<file path="config.mk">
export PLATFORM = sky130hd
export DESIGN_NAME = dma_command_mode_control
export DESIGN_NICKNAME = d
export VERILOG_FILES = /design/src/dma_ctl_pkg.sv /design/src/dma_command_mode_control.sv
export SDC_FILE = /design/constraint.sdc
export NUM_CORES = 1
export LEC_CHECK = 0
export ABC_AREA = 1
export BUFFER_PORTS_ARGS = -buffer_cell sky130_fd_sc_hd__clkbuf_2
export CAP_MARGIN = 15
export CELL_PAD_IN_SITES_DETAIL_PLACEMENT = 1
export CELL_PAD_IN_SITES_GLOBAL_PLACEMENT = 1
export CORE_AREA = 4 4 113 115
export CTS_CLUSTER_SIZE = 20
export DETAILED_ROUTE_END_ITERATION = 7
export DIE_AREA = 0 0 117 119
export GPL_ROUTABILITY_DRIVEN = 0
export PLACE_DENSITY = 0.86
export SYNTH_ARGS = -nofsm -noshare
export SYNTH_HDL_FRONTEND = slang
export SYNTH_SLANG_ARGS = --single-unit
export TNS_END_PERCENT = 10
</file>
<file path="constraint.sdc">
create_clock -name mclk -period 2 [get_ports mclk]
set_clock_uncertainty 0.2 [all_clocks]
set_input_delay 0.5 -clock mclk [delete_from_list [all_inputs] [get_ports mclk]]
set_output_delay 0.5 -clock mclk [all_outputs]
set_load 0.01 [all_outputs]
</file>
<file path="src/dma_ctl_pkg.sv">
`default_nettype none
package dma_ctl_pkg;

   // Byte-wide I/O register offsets
   localparam logic [3:0] OFS_COMMAND   = 4'h8;  // Command register (write)
   localparam logic [3:0] OFS_SW_REQ    = 4'h9;  // Software request write
   localparam logic [3:0] OFS_MASK_BIT  = 4'ha;  // Single-bit mask write
   localparam logic [3:0] OFS_MODE      = 4'hb;  // Mode write, mode read walk
   localparam logic [3:0] OFS_MODE_CLR  = 4'he;  // Restarts the mode read walk

   // Command register fields
   localparam int CMD_ACK_HIGH  = 7;  // Acknowledge asserted high
   localparam int CMD_REQ_LOW   = 6;  // Request recognised low
   localparam int CMD_ROTATE    = 4;  // Rotating priority
   localparam int CMD_COMPRESS  = 3;  // Compressed timing
   localparam int CMD_DISABLE   = 2;  // Start no DMA cycles
   localparam int CMD_ADDR_HOLD = 1;  // Channel 0 address held
   localparam int CMD_MEM2MEM   = 0;  // Channels 0 and 1 pair up
   localparam logic [7:0] CMD_WR_MASK = 8'hdf;  // Bit 5 reserved, dropped on write

   // Request and mask write fields
   localparam int REQ_SET_BIT = 2;  // Request raise / mask set
   localparam int SEL_HI      = 1;  // Channel selector msb
   localparam int SEL_LO      = 0;  // Channel selector lsb

   // Mode register fields
   localparam int MODE_XFER_HI = 7;
   localparam int MODE_XFER_LO = 6;
   localparam int MODE_DOWN    = 5;  // Address decrements
   localparam int MODE_AUTO    = 4;  // Autoinitialization
   localparam int MODE_TYPE_HI = 3;
   localparam int MODE_TYPE_LO = 2;
   localparam logic [1:0] MODE_RD_SEL = 2'h3;  // Selector field on readback

   // Transfer modes and transfer types
   localparam logic [1:0] XM_DEMAND  = 2'h0;
   localparam logic [1:0] XM_SINGLE  = 2'h1;
   localparam logic [1:0] XM_BLOCK   = 2'h2;
   localparam logic [1:0] XM_CASCADE = 2'h3;
   localparam logic [1:0] XT_VERIFY  = 2'h0;
   localparam logic [1:0] XT_WRITE   = 2'h1;
   localparam logic [1:0] XT_READ    = 2'h2;

   // Reset values
   localparam logic [7:0] CMD_RST      = 8'h00;
   localparam logic [3:0] MASK_RST     = 4'h0;
   localparam logic [7:0] MODE_RST     = 8'h00;
   localparam logic [3:0] SW_REQ_RST   = 4'h0;
   localparam logic [3:0] DACK_IDLE_RST = 4'hf;  // Active low after reset
   localparam logic [7:0] RDATA_RST    = 8'h00;

   // Transfer sequencer states; T2 is skipped under compressed timing
   typedef enum logic [2:0] {ST_IDLE, ST_T1, ST_T2, ST_T3, ST_T4, ST_CASCADE} xfer_state_e;

   // Host I/O request group
   typedef struct packed {
      logic [3:0] addr;
      logic [7:0] wdata;
      logic       wr;
      logic       rd;
   } io_req_s;

   // Transfer command strobes, all active low
   typedef struct packed {
      logic io_rd_n;
      logic io_wr_n;
      logic mem_rd_n;
      logic mem_wr_n;
   } xfer_cmd_s;

   localparam xfer_cmd_s CMD_IDLE_RST = 4'hf;

   // Whole state of the controller
   typedef struct packed {
      logic [7:0]      cmd;
      logic [3:0]      mask;
      logic [3:0][7:0] mode;
      logic [3:0]      sw_req;
      logic [1:0]      rd_ptr;
      logic [1:0]      prio_low;
      logic [3:0]      dreq_s1;
      logic [3:0]      dreq_s2;
      xfer_state_e     st;
      logic [1:0]      chan;
      logic            m2m;
      logic            m2m_dst;
      logic [7:0]      rdata;
      logic [3:0]      dack;
      xfer_cmd_s       strobes;
      logic            tc;
      logic            addr_inc;
      logic            addr_dec;
      logic            reload;
      logic            busy;
   } ctl_state_s;

endpackage : dma_ctl_pkg
`default_nettype wire

</file>
<file path="src/dma_command_mode_control.sv">
`default_nettype none

// Summary of operation
// - Command bit 7 sets acknowledge polarity
// - Command bit 6 sets request polarity
// - Bit 4 clear: fixed priority, channel 0 first
// - Bit 4 set: granted channel becomes lowest
// - Word takes four cycles, three compressed
// - Compressed: strobes and terminal count earlier
// - Bit 2 set: no new DMA cycles
// - Bit 1 set: channel 0 address held
// - Bit 0 set: channels 0,1 memory-to-memory
// - Request write with bit 2 raises request
// - Software requests ignore the mask
// - Mask write changes only selected channel
// - Mask write bit 2 sets, clear clears
// - Mode bits 7:6 select transfer mode
// - Mode bit 5 selects address direction
// - Autoinit reloads base values at terminal count
// - Autoinit channel not masked at terminal count
// - Mode bits 3:2 select transfer type
// - Mode write bits 1:0 pick channel
// - Mode reads walk through all channels
// - Read walk clear restarts at channel 0
// - Mode readback selector reads as 11
// - Mask bits 3:0, cleared on reset
module dma_command_mode_control
   import dma_ctl_pkg::*;
(
   input  wire logic       mclk,         // 200 MHz controller clock
   input  wire logic       rstn,         // Asynchronous reset, active low
   input  wire io_req_s    io_req,       // Host I/O access, one-cycle strobes
   output logic [7:0]      io_rdata,     // Read data, valid the cycle after io_req.rd
   input  wire logic [3:0] dreq_pin,     // Peripheral request pins
   input  wire logic [3:0] count_last,   // Channel word count at its last word
   output logic [3:0]      dack_pin,     // Acknowledge pins, polarity per command
   output xfer_cmd_s       xfer_cmd,     // Transfer command strobes
   output logic            tc_out,       // Terminal count, high active
   output logic [1:0]      xfer_chan,    // Channel being served
   output logic            addr_inc,     // Step address up, one cycle
   output logic            addr_dec,     // Step address down, one cycle
   output logic            addr_reload,  // Copy base into current, one cycle
   output logic            dma_busy      // Sequencer owns the bus
);

   // Registered state and its next value
   ctl_state_s state_r;
   ctl_state_s state_nxt;

   // Reset image of the whole state
   localparam ctl_state_s STATE_RST = '{
      cmd:      CMD_RST,
      mask:     MASK_RST,
      mode:     {4{MODE_RST}},
      sw_req:   SW_REQ_RST,
      rd_ptr:   2'h0,
      prio_low: 2'h3,
      dreq_s1:  4'h0,
      dreq_s2:  4'h0,
      st:       ST_IDLE,
      chan:     2'h0,
      m2m:      1'b0,
      m2m_dst:  1'b0,
      rdata:    RDATA_RST,
      dack:     DACK_IDLE_RST,
      strobes:  CMD_IDLE_RST,
      tc:       1'b0,
      addr_inc: 1'b0,
      addr_dec: 1'b0,
      reload:   1'b0,
      busy:     1'b0
   };

   // Combinational working values
   logic [3:0] hw_req;      // Synchronised requests at active-high level
   logic [3:0] pend;        // Requests eligible for service
   logic [1:0] base;        // Channel examined first
   logic [1:0] cand;        // Candidate in the priority scan
   logic [1:0] grant;       // Winner of arbitration
   logic       found;       // Some request won
   logic [1:0] xmode;       // Transfer mode of served channel
   logic [1:0] xtype;       // Transfer type of served channel
   logic       word_done;   // Service of this channel finishes
   logic       in_xfer;     // Next state is inside a word transfer
   logic       strobe_on;   // Next state asserts command strobes
   logic [3:0] ack_vec;     // Acknowledge, active high before polarity
   logic [1:0] sel;         // Channel selector from written data
   logic       hold;        // Address hold applies to this word

   // Next-state logic for everything the controller holds
   always_comb
   begin
      state_nxt = state_r;
      hw_req    = 4'h0;
      pend      = 4'h0;
      base      = 2'h0;
      cand      = 2'h0;
      grant     = 2'h0;
      found     = 1'b0;
      word_done = 1'b0;
      in_xfer   = 1'b0;
      strobe_on = 1'b0;
      ack_vec   = 4'h0;
      hold      = 1'b0;
      sel       = io_req.wdata[SEL_HI:SEL_LO];
      xmode     = state_r.mode[state_r.chan][MODE_XFER_HI:MODE_XFER_LO];
      xtype     = state_r.mode[state_r.chan][MODE_TYPE_HI:MODE_TYPE_LO];

      // Two-stage synchroniser on request pins
      state_nxt.dreq_s1 = dreq_pin;
      state_nxt.dreq_s2 = state_r.dreq_s1;

      // Request polarity, then mask only hardware requests
      hw_req = state_r.dreq_s2 ^ {4{state_r.cmd[CMD_REQ_LOW]}};
      pend   = (hw_req & ~state_r.mask) | state_r.sw_req;

      // Priority scan starts after the last granted channel when rotating
      base = state_r.cmd[CMD_ROTATE] ? 2'(state_r.prio_low + 2'h1) : 2'h0;
      for (int i = 3; i >= 0; i--)
      begin
         cand = 2'(base + 2'(i));
         if (pend[cand])
         begin
            grant = cand;
            found = 1'b1;
         end
      end

      // One-cycle pulses drop by default
      state_nxt.tc       = 1'b0;
      state_nxt.addr_inc = 1'b0;
      state_nxt.addr_dec = 1'b0;
      state_nxt.reload   = 1'b0;

      // Transfer sequencer
      case (state_r.st)
         ST_IDLE:
         begin
            // Disabled controller starts nothing
            if (found && !state_r.cmd[CMD_DISABLE])
            begin
               state_nxt.chan     = grant;
               state_nxt.prio_low = grant;
               state_nxt.m2m      = state_r.cmd[CMD_MEM2MEM] && (grant == 2'h0);
               state_nxt.m2m_dst  = 1'b0;
               if (state_r.mode[grant][MODE_XFER_HI:MODE_XFER_LO] == XM_CASCADE
                   && !(state_r.cmd[CMD_MEM2MEM] && (grant == 2'h0)))
                  state_nxt.st = ST_CASCADE;
               else
                  state_nxt.st = ST_T1;
            end
         end
         ST_T1:
         begin
            // Compressed timing drops T2
            state_nxt.st = state_r.cmd[CMD_COMPRESS] ? ST_T3 : ST_T2;
         end
         ST_T2:
         begin
            state_nxt.st = ST_T3;
         end
         ST_T3:
         begin
            state_nxt.st = ST_T4;
         end
         ST_T4:
         begin
            if (state_r.m2m && !state_r.m2m_dst)
            begin
               // Source word read, now write it through channel 1
               state_nxt.chan    = 2'h1;
               state_nxt.m2m_dst = 1'b1;
               state_nxt.st      = ST_T1;
            end
            else
            begin
               // Decide whether this channel keeps the bus
               case (xmode)
                  XM_SINGLE: word_done = 1'b1;
                  XM_BLOCK:  word_done = state_r.tc;
                  XM_DEMAND: word_done = state_r.tc || !pend[state_r.chan];
                  default:   word_done = 1'b1;
               endcase
               if (state_r.m2m)
                  word_done = state_r.tc;
               // Terminal count masks unless autoinitialised
               if (state_r.tc && !state_r.mode[state_r.chan][MODE_AUTO])
                  state_nxt.mask[state_r.chan] = 1'b1;
               if (word_done)
               begin
                  state_nxt.sw_req[state_r.chan] = 1'b0;
                  if (state_r.m2m)
                     state_nxt.sw_req[0] = 1'b0;
               end
               if (word_done || state_r.cmd[CMD_DISABLE])
               begin
                  state_nxt.st  = ST_IDLE;
                  state_nxt.m2m = 1'b0;
               end
               else
               begin
                  if (state_r.m2m)
                     state_nxt.chan = 2'h0;
                  state_nxt.m2m_dst = 1'b0;
                  state_nxt.st      = ST_T1;
               end
            end
         end
         ST_CASCADE:
         begin
            // Acknowledge held until the cascaded master drops its request
            if (!pend[state_r.chan])
            begin
               state_nxt.sw_req[state_r.chan] = 1'b0;
               state_nxt.st = ST_IDLE;
            end
         end
         default:
         begin
            state_nxt.st = ST_IDLE;
         end
      endcase

      // Per-word pulses on entering T4
      if (state_nxt.st == ST_T4)
      begin
         state_nxt.tc = count_last[state_nxt.chan] && !(state_nxt.m2m && !state_nxt.m2m_dst);
         hold = state_r.cmd[CMD_ADDR_HOLD] && (state_nxt.chan == 2'h0);
         if (!hold)
         begin
            state_nxt.addr_dec = state_nxt.mode[state_nxt.chan][MODE_DOWN];
            state_nxt.addr_inc = !state_nxt.mode[state_nxt.chan][MODE_DOWN];
         end
         state_nxt.reload = state_nxt.tc && state_nxt.mode[state_nxt.chan][MODE_AUTO];
      end

      // Host register writes; reserved bits dropped
      if (io_req.wr)
      begin
         case (io_req.addr)
            OFS_COMMAND:
               state_nxt.cmd = io_req.wdata & CMD_WR_MASK;
            OFS_SW_REQ:
               if (io_req.wdata[REQ_SET_BIT])
                  state_nxt.sw_req[sel] = 1'b1;
            OFS_MASK_BIT:
               state_nxt.mask[sel] = io_req.wdata[REQ_SET_BIT];
            OFS_MODE:
               state_nxt.mode[sel] = {io_req.wdata[7:2], 2'h0};
            OFS_MODE_CLR:
               state_nxt.rd_ptr = 2'h0;
            default:
            begin
               state_nxt.rd_ptr = state_nxt.rd_ptr;
            end
         endcase
         // Terminal count masking wins over a clearing mask write
         if (state_r.st == ST_T4 && state_r.tc && !state_r.m2m_dst && !state_r.m2m
             && !state_r.mode[state_r.chan][MODE_AUTO])
            state_nxt.mask[state_r.chan] = 1'b1;
         if (state_r.st == ST_T4 && state_r.tc && state_r.m2m
             && !state_r.mode[state_r.chan][MODE_AUTO])
            state_nxt.mask[state_r.chan] = 1'b1;
      end

      // Host reads: mode walk at its address, zero elsewhere
      if (io_req.rd)
      begin
         if (io_req.addr == OFS_MODE)
         begin
            state_nxt.rdata  = {state_r.mode[state_r.rd_ptr][7:2], MODE_RD_SEL};
            state_nxt.rd_ptr = 2'(state_r.rd_ptr + 2'h1);
         end
         else
            state_nxt.rdata = RDATA_RST;
      end

      // Strobes, acknowledge and busy follow the next state
      in_xfer   = (state_nxt.st == ST_T1) || (state_nxt.st == ST_T2)
                  || (state_nxt.st == ST_T3) || (state_nxt.st == ST_T4);
      strobe_on = (state_nxt.st == ST_T3) || (state_nxt.st == ST_T4);
      state_nxt.strobes = CMD_IDLE_RST;
      if (strobe_on)
      begin
         if (state_nxt.m2m)
         begin
            state_nxt.strobes.mem_rd_n = state_nxt.m2m_dst;
            state_nxt.strobes.mem_wr_n = !state_nxt.m2m_dst;
         end
         else
         begin
            case (state_nxt.mode[state_nxt.chan][MODE_TYPE_HI:MODE_TYPE_LO])
               XT_WRITE:
               begin
                  state_nxt.strobes.io_rd_n  = 1'b0;
                  state_nxt.strobes.mem_wr_n = 1'b0;
               end
               XT_READ:
               begin
                  state_nxt.strobes.mem_rd_n = 1'b0;
                  state_nxt.strobes.io_wr_n  = 1'b0;
               end
               default:
               begin
                  state_nxt.strobes = CMD_IDLE_RST;
               end
            endcase
         end
      end
      if ((in_xfer && !state_nxt.m2m) || state_nxt.st == ST_CASCADE)
         ack_vec[state_nxt.chan] = 1'b1;
      state_nxt.dack = state_nxt.cmd[CMD_ACK_HIGH] ? ack_vec : ~ack_vec;
      state_nxt.busy = in_xfer || (state_nxt.st == ST_CASCADE);
   end

   // State register, cleared by the CPU reset
   always_ff @(posedge mclk or negedge rstn)
   begin
      if (!rstn)
         state_r <= STATE_RST;
      else
         state_r <= state_nxt;
   end

   // Outputs straight from the state register
   assign io_rdata    = state_r.rdata;
   assign dack_pin    = state_r.dack;
   assign xfer_cmd    = state_r.strobes;
   assign tc_out      = state_r.tc;
   assign xfer_chan   = state_r.chan;
   assign addr_inc    = state_r.addr_inc;
   assign addr_dec    = state_r.addr_dec;
   assign addr_reload = state_r.reload;
   assign dma_busy    = state_r.busy;

endmodule : dma_command_mode_control
`default_nettype wire

</file>
==> flow_summary.json <==
{
  "die_width_microns": 117,
  "pre_cts_ws_ns": -0.702,
  "dp_hpwl_microns": 12700,
  "synth_top_family_by_area": "simple AND/OR/NAND/NOR gates",
  "required_ns": 2.08,
  "p_switching_mw": 4.90,
  "drt_wl_total_microns": 21700,
  "critPathKind": "flop to flop",
  "drt-wirelength-per-cell_microns": 24.0,
  "synth_top_cell_by_area": "dfrtp_1",
  "clockPowerShare": 0.192,
  "dieArea_sq_um": 13900,
  "clock.fmax_mhz": 363,
  "final_antenna_net_count": 0,
  "min_period_ns": 2.75,
  "first_iter_violations": 577,
  "pwr_density_cell_nw_per_um2": 1640,
  "synth_xor_area_frac": 0.00194,
  "synth_area_per_cell_sq_um": 7.62,
  "num_antenna_cells": 0,
  "final_area_sq_um": 6450,
  "syn-cell-area_sq_um": 4510,
  "status": "finished with violations",
  "cp-start-kind": "flop",
  "synth-edff-count": 0,
  "yosysMostFrequentCell": "nand2_1",
  "p_int_mw": 5.67,
  "cts_tree": "yes",
  "placed_area_sq_um": 5560,
  "vdd_drop_max_mv": 0.834,
  "yosys-top-cells-count": "nand2_1, inv_1, dfrtp_1, o21ai_0, nand3_1",
  "seq_area_frac_synth": 0.435,
  "hp-start": "dreq_pin[1]",
  "synth_nets": 616,
  "syn_inst": 592,
  "vias": 5274,
  "drv_slew": 0,
  "clock_sinks": 78,
  "synth_top_area_share": 0.377,
  "cap_viol_max_count": 0,
  "grtUsageTotal": 0.290,
  "syn_to_final_growth_pct": 42.9,
  "hold_path_class": "input pin to flop",
  "muxShareOfSynthArea": 0,
  "end_kind": "flop",
  "synth_area_leaders": "dfrtp_1, nand2_1, inv_1",
  "path_max_fanout": 8,
  "r2r-start": "state_r[84]",
  "power_frac_seq": 0.218,
  "slowest_stage": "dfrtp_1",
  "clk_path_buf_depth": 2,
  "synth_compound_area_frac": 0.128,
  "synth-simple-area-share": 0.311,
  "power_mw": 10.6,
  "tightest_slew_ns": 0.595,
  "insertion_delay_ns": 0.35,
  "period_share": 1.38,
  "rsz0062_at_grt": "yes",
  "critPathTopFamily": "simple AND/OR/NAND/NOR gates",
  "rows": 40,
  "ys_warn_count": 0,
  "vias_per_cell": 5.83,
  "post_route_cells_drive_above_1_share": 0.441,
  "swShare": 0.464,
  "synth_ff_type": "dfrtp_1",
  "cts_root_buf": "clkbuf_16",
  "fillCellCount": 1421,
  "register_area_sq_um": 1970,
  "core_sq_um": 11800,
  "setup_tns_ns": -13.72,
  "synth_async_sr_flop_share": 1.00,
  "cp.buffers_inverters": 5,
  "antenna_found_initial": 0,
  "worst_slack_ns": -0.754,
  "clk_pin_slew_ns": 0.07,
  "multi_input_area_sq_um": 2340,
  "synth_fa_ha_area_frac": 0,
  "critical_path.max_stage_delay_ns": 0.42,
  "ioPinCount": 47,
  "dieHeight_microns": 119,
  "grt_pass1_vias": 5637,
  "grt_max_degree": 36,
  "cts_buffers": 9,
  "initial_core_util": 0.382,
  "synth.ff_latch_count": 78,
  "drc": 0,
  "io_buffers": 46,
  "setup.worst_path.start": "state_r[84]",
  "cts_htree_levels": 3,
  "grt_pass1_wl_microns": 30800,
  "grt.overflow.total": 0,
  "max_slew_margin": 0.601,
  "crit_chain": "inv_2, nor2_4, inv_4, buf_6, nand2_2, nand3_2, buf_4, nand2_2, buf_4, nand4_1, nand3_1, nand3_2, nand2_2, nand2_2, nand2_4, nand3_2, nand2_1, nand2_1",
  "p_leak_nw": 3.25,
  "setup_violations": 30,
  "power_frac_comb": 0.590,
  "violations": "negative setup slack",
  "synth_cell_types": 37,
  "hold_viol": 0,
  "first_pass_iters": 5,
  "worst_path_most_repeated_cell": "nand2_2",
  "arrival_ns": 2.84,
  "fin_nets": 776
}
-- placed cells by master, fill, tap and decap left out, drive strengths merged, types with 3 or more instances in the layout --
cell,count
buf,128
clkbuf,55
o22ai,13
nor3,5
inv,98
nand3,51
dfstp,10
a32o,4
a31oi,3
a211oi,4
a21oi,22
nand2,164
dfrtp,68
bufinv,3
o21ai,51
nand4,15
nor2,53
-- layout make-up --
cell class / count / share of cell area
clock buffer: 10 / 0.0371
clock inverter: 6 / 0.0180
inverter: 97 / 0.0576
multi-input combinational: 392 / 0.363
sequential: 78 / 0.305
tap: 147 / 0.0285
timing repair buffer: 174 / 0.191
-- cells by family (layout without fill, tap and decap cells) --
logic type | count (synthesis) | in the layout
AND/OR/NAND/NOR | 290 | 291
XOR/XNOR | 1 | 1
buffers and inverters | 123 | 287
AO/OA/AOI/OAI | 100 | 100
flip-flops | 78 | 78
-- metrics by stage --
step / hold slack (ns) / util / cells
after floorplan: 0.00441 / - / 592
after global placement: 0.134 / 0.471 / 866
after detailed placement: 0.144 / 0.471 / 866
after CTS: 0.0538 / 0.526 / 895
after global routing: 0.0555 / 0.546 / 904
final: 0.0583 / 0.546 / 904
-- worst paths after layout --
kind / cells past startpoint / endpoint / slack, ns
min in group asynchronous: 2 / dma_busy / 0.45
worst max-delay path: 18 / dack_pin[0] / -0.75
worst min register to register: 0 / state_r[31] / 0.16
worst min-delay path: 1 / state_nxt[29] / 0.06
worst max register to register: 18 / dack_pin[0] / -0.75
max in group asynchronous: 3 / state_r[31] / 0.55
-- power by group through the flow --
stage / Combinational [mW] / Sequential [mW] / Clock, mW
after global routing: 6.54 / 2.33 / 2.11
after floorplan: 2.60 / 2.19 / 0
after CTS: 5.27 / 2.25 / 2.00
after global placement: 4.08 / 2.23 / 0
final: 6.24 / 2.31 / 2.03
after detailed placement: 4.39 / 2.26 / 0
-- metal layers --
| layer | routed length, microns | vias up | GRT usage |
|---|---|---|---|
| li1 | - | 2220 | - |
| met1 | 7730 | 2562 | 0.336 |
| met2 | 10700 | 350 | 0.490 |
| met3 | 1510 | 142 | 0.0462 |
| met4 | 1790 | 0 | 0.181 |
| met5 | 0 | - | 0 |
-- worst reg2reg max path: stages (launching register included) --
cell and delay, ns:
dfrtp_1 0.42, inv_2 0.08, nor2_4 0.20, inv_4 0.08, buf_6 0.14, nand2_2 0.08, nand3_2 0.09, buf_4 0.14
nand2_2 0.10, buf_4 0.14, nand4_1 0.10, nand3_1 0.12, nand3_2 0.11, nand2_2 0.11, nand2_2 0.09, nand2_4 0.16
nand3_2 0.12, nand2_1 0.12, nand2_1 0.07
-- repair_timing --
action,in CTS,in global routing
pin swaps,30,38
endpoints found under the setup margin,29,37
endpoints found under the hold margin,17,0
cloned,1,0
gates resized for setup,54,48
setup buffers,11,9
hold buffers,1,0
Note: power is estimated with default switching activity, not from simulation.
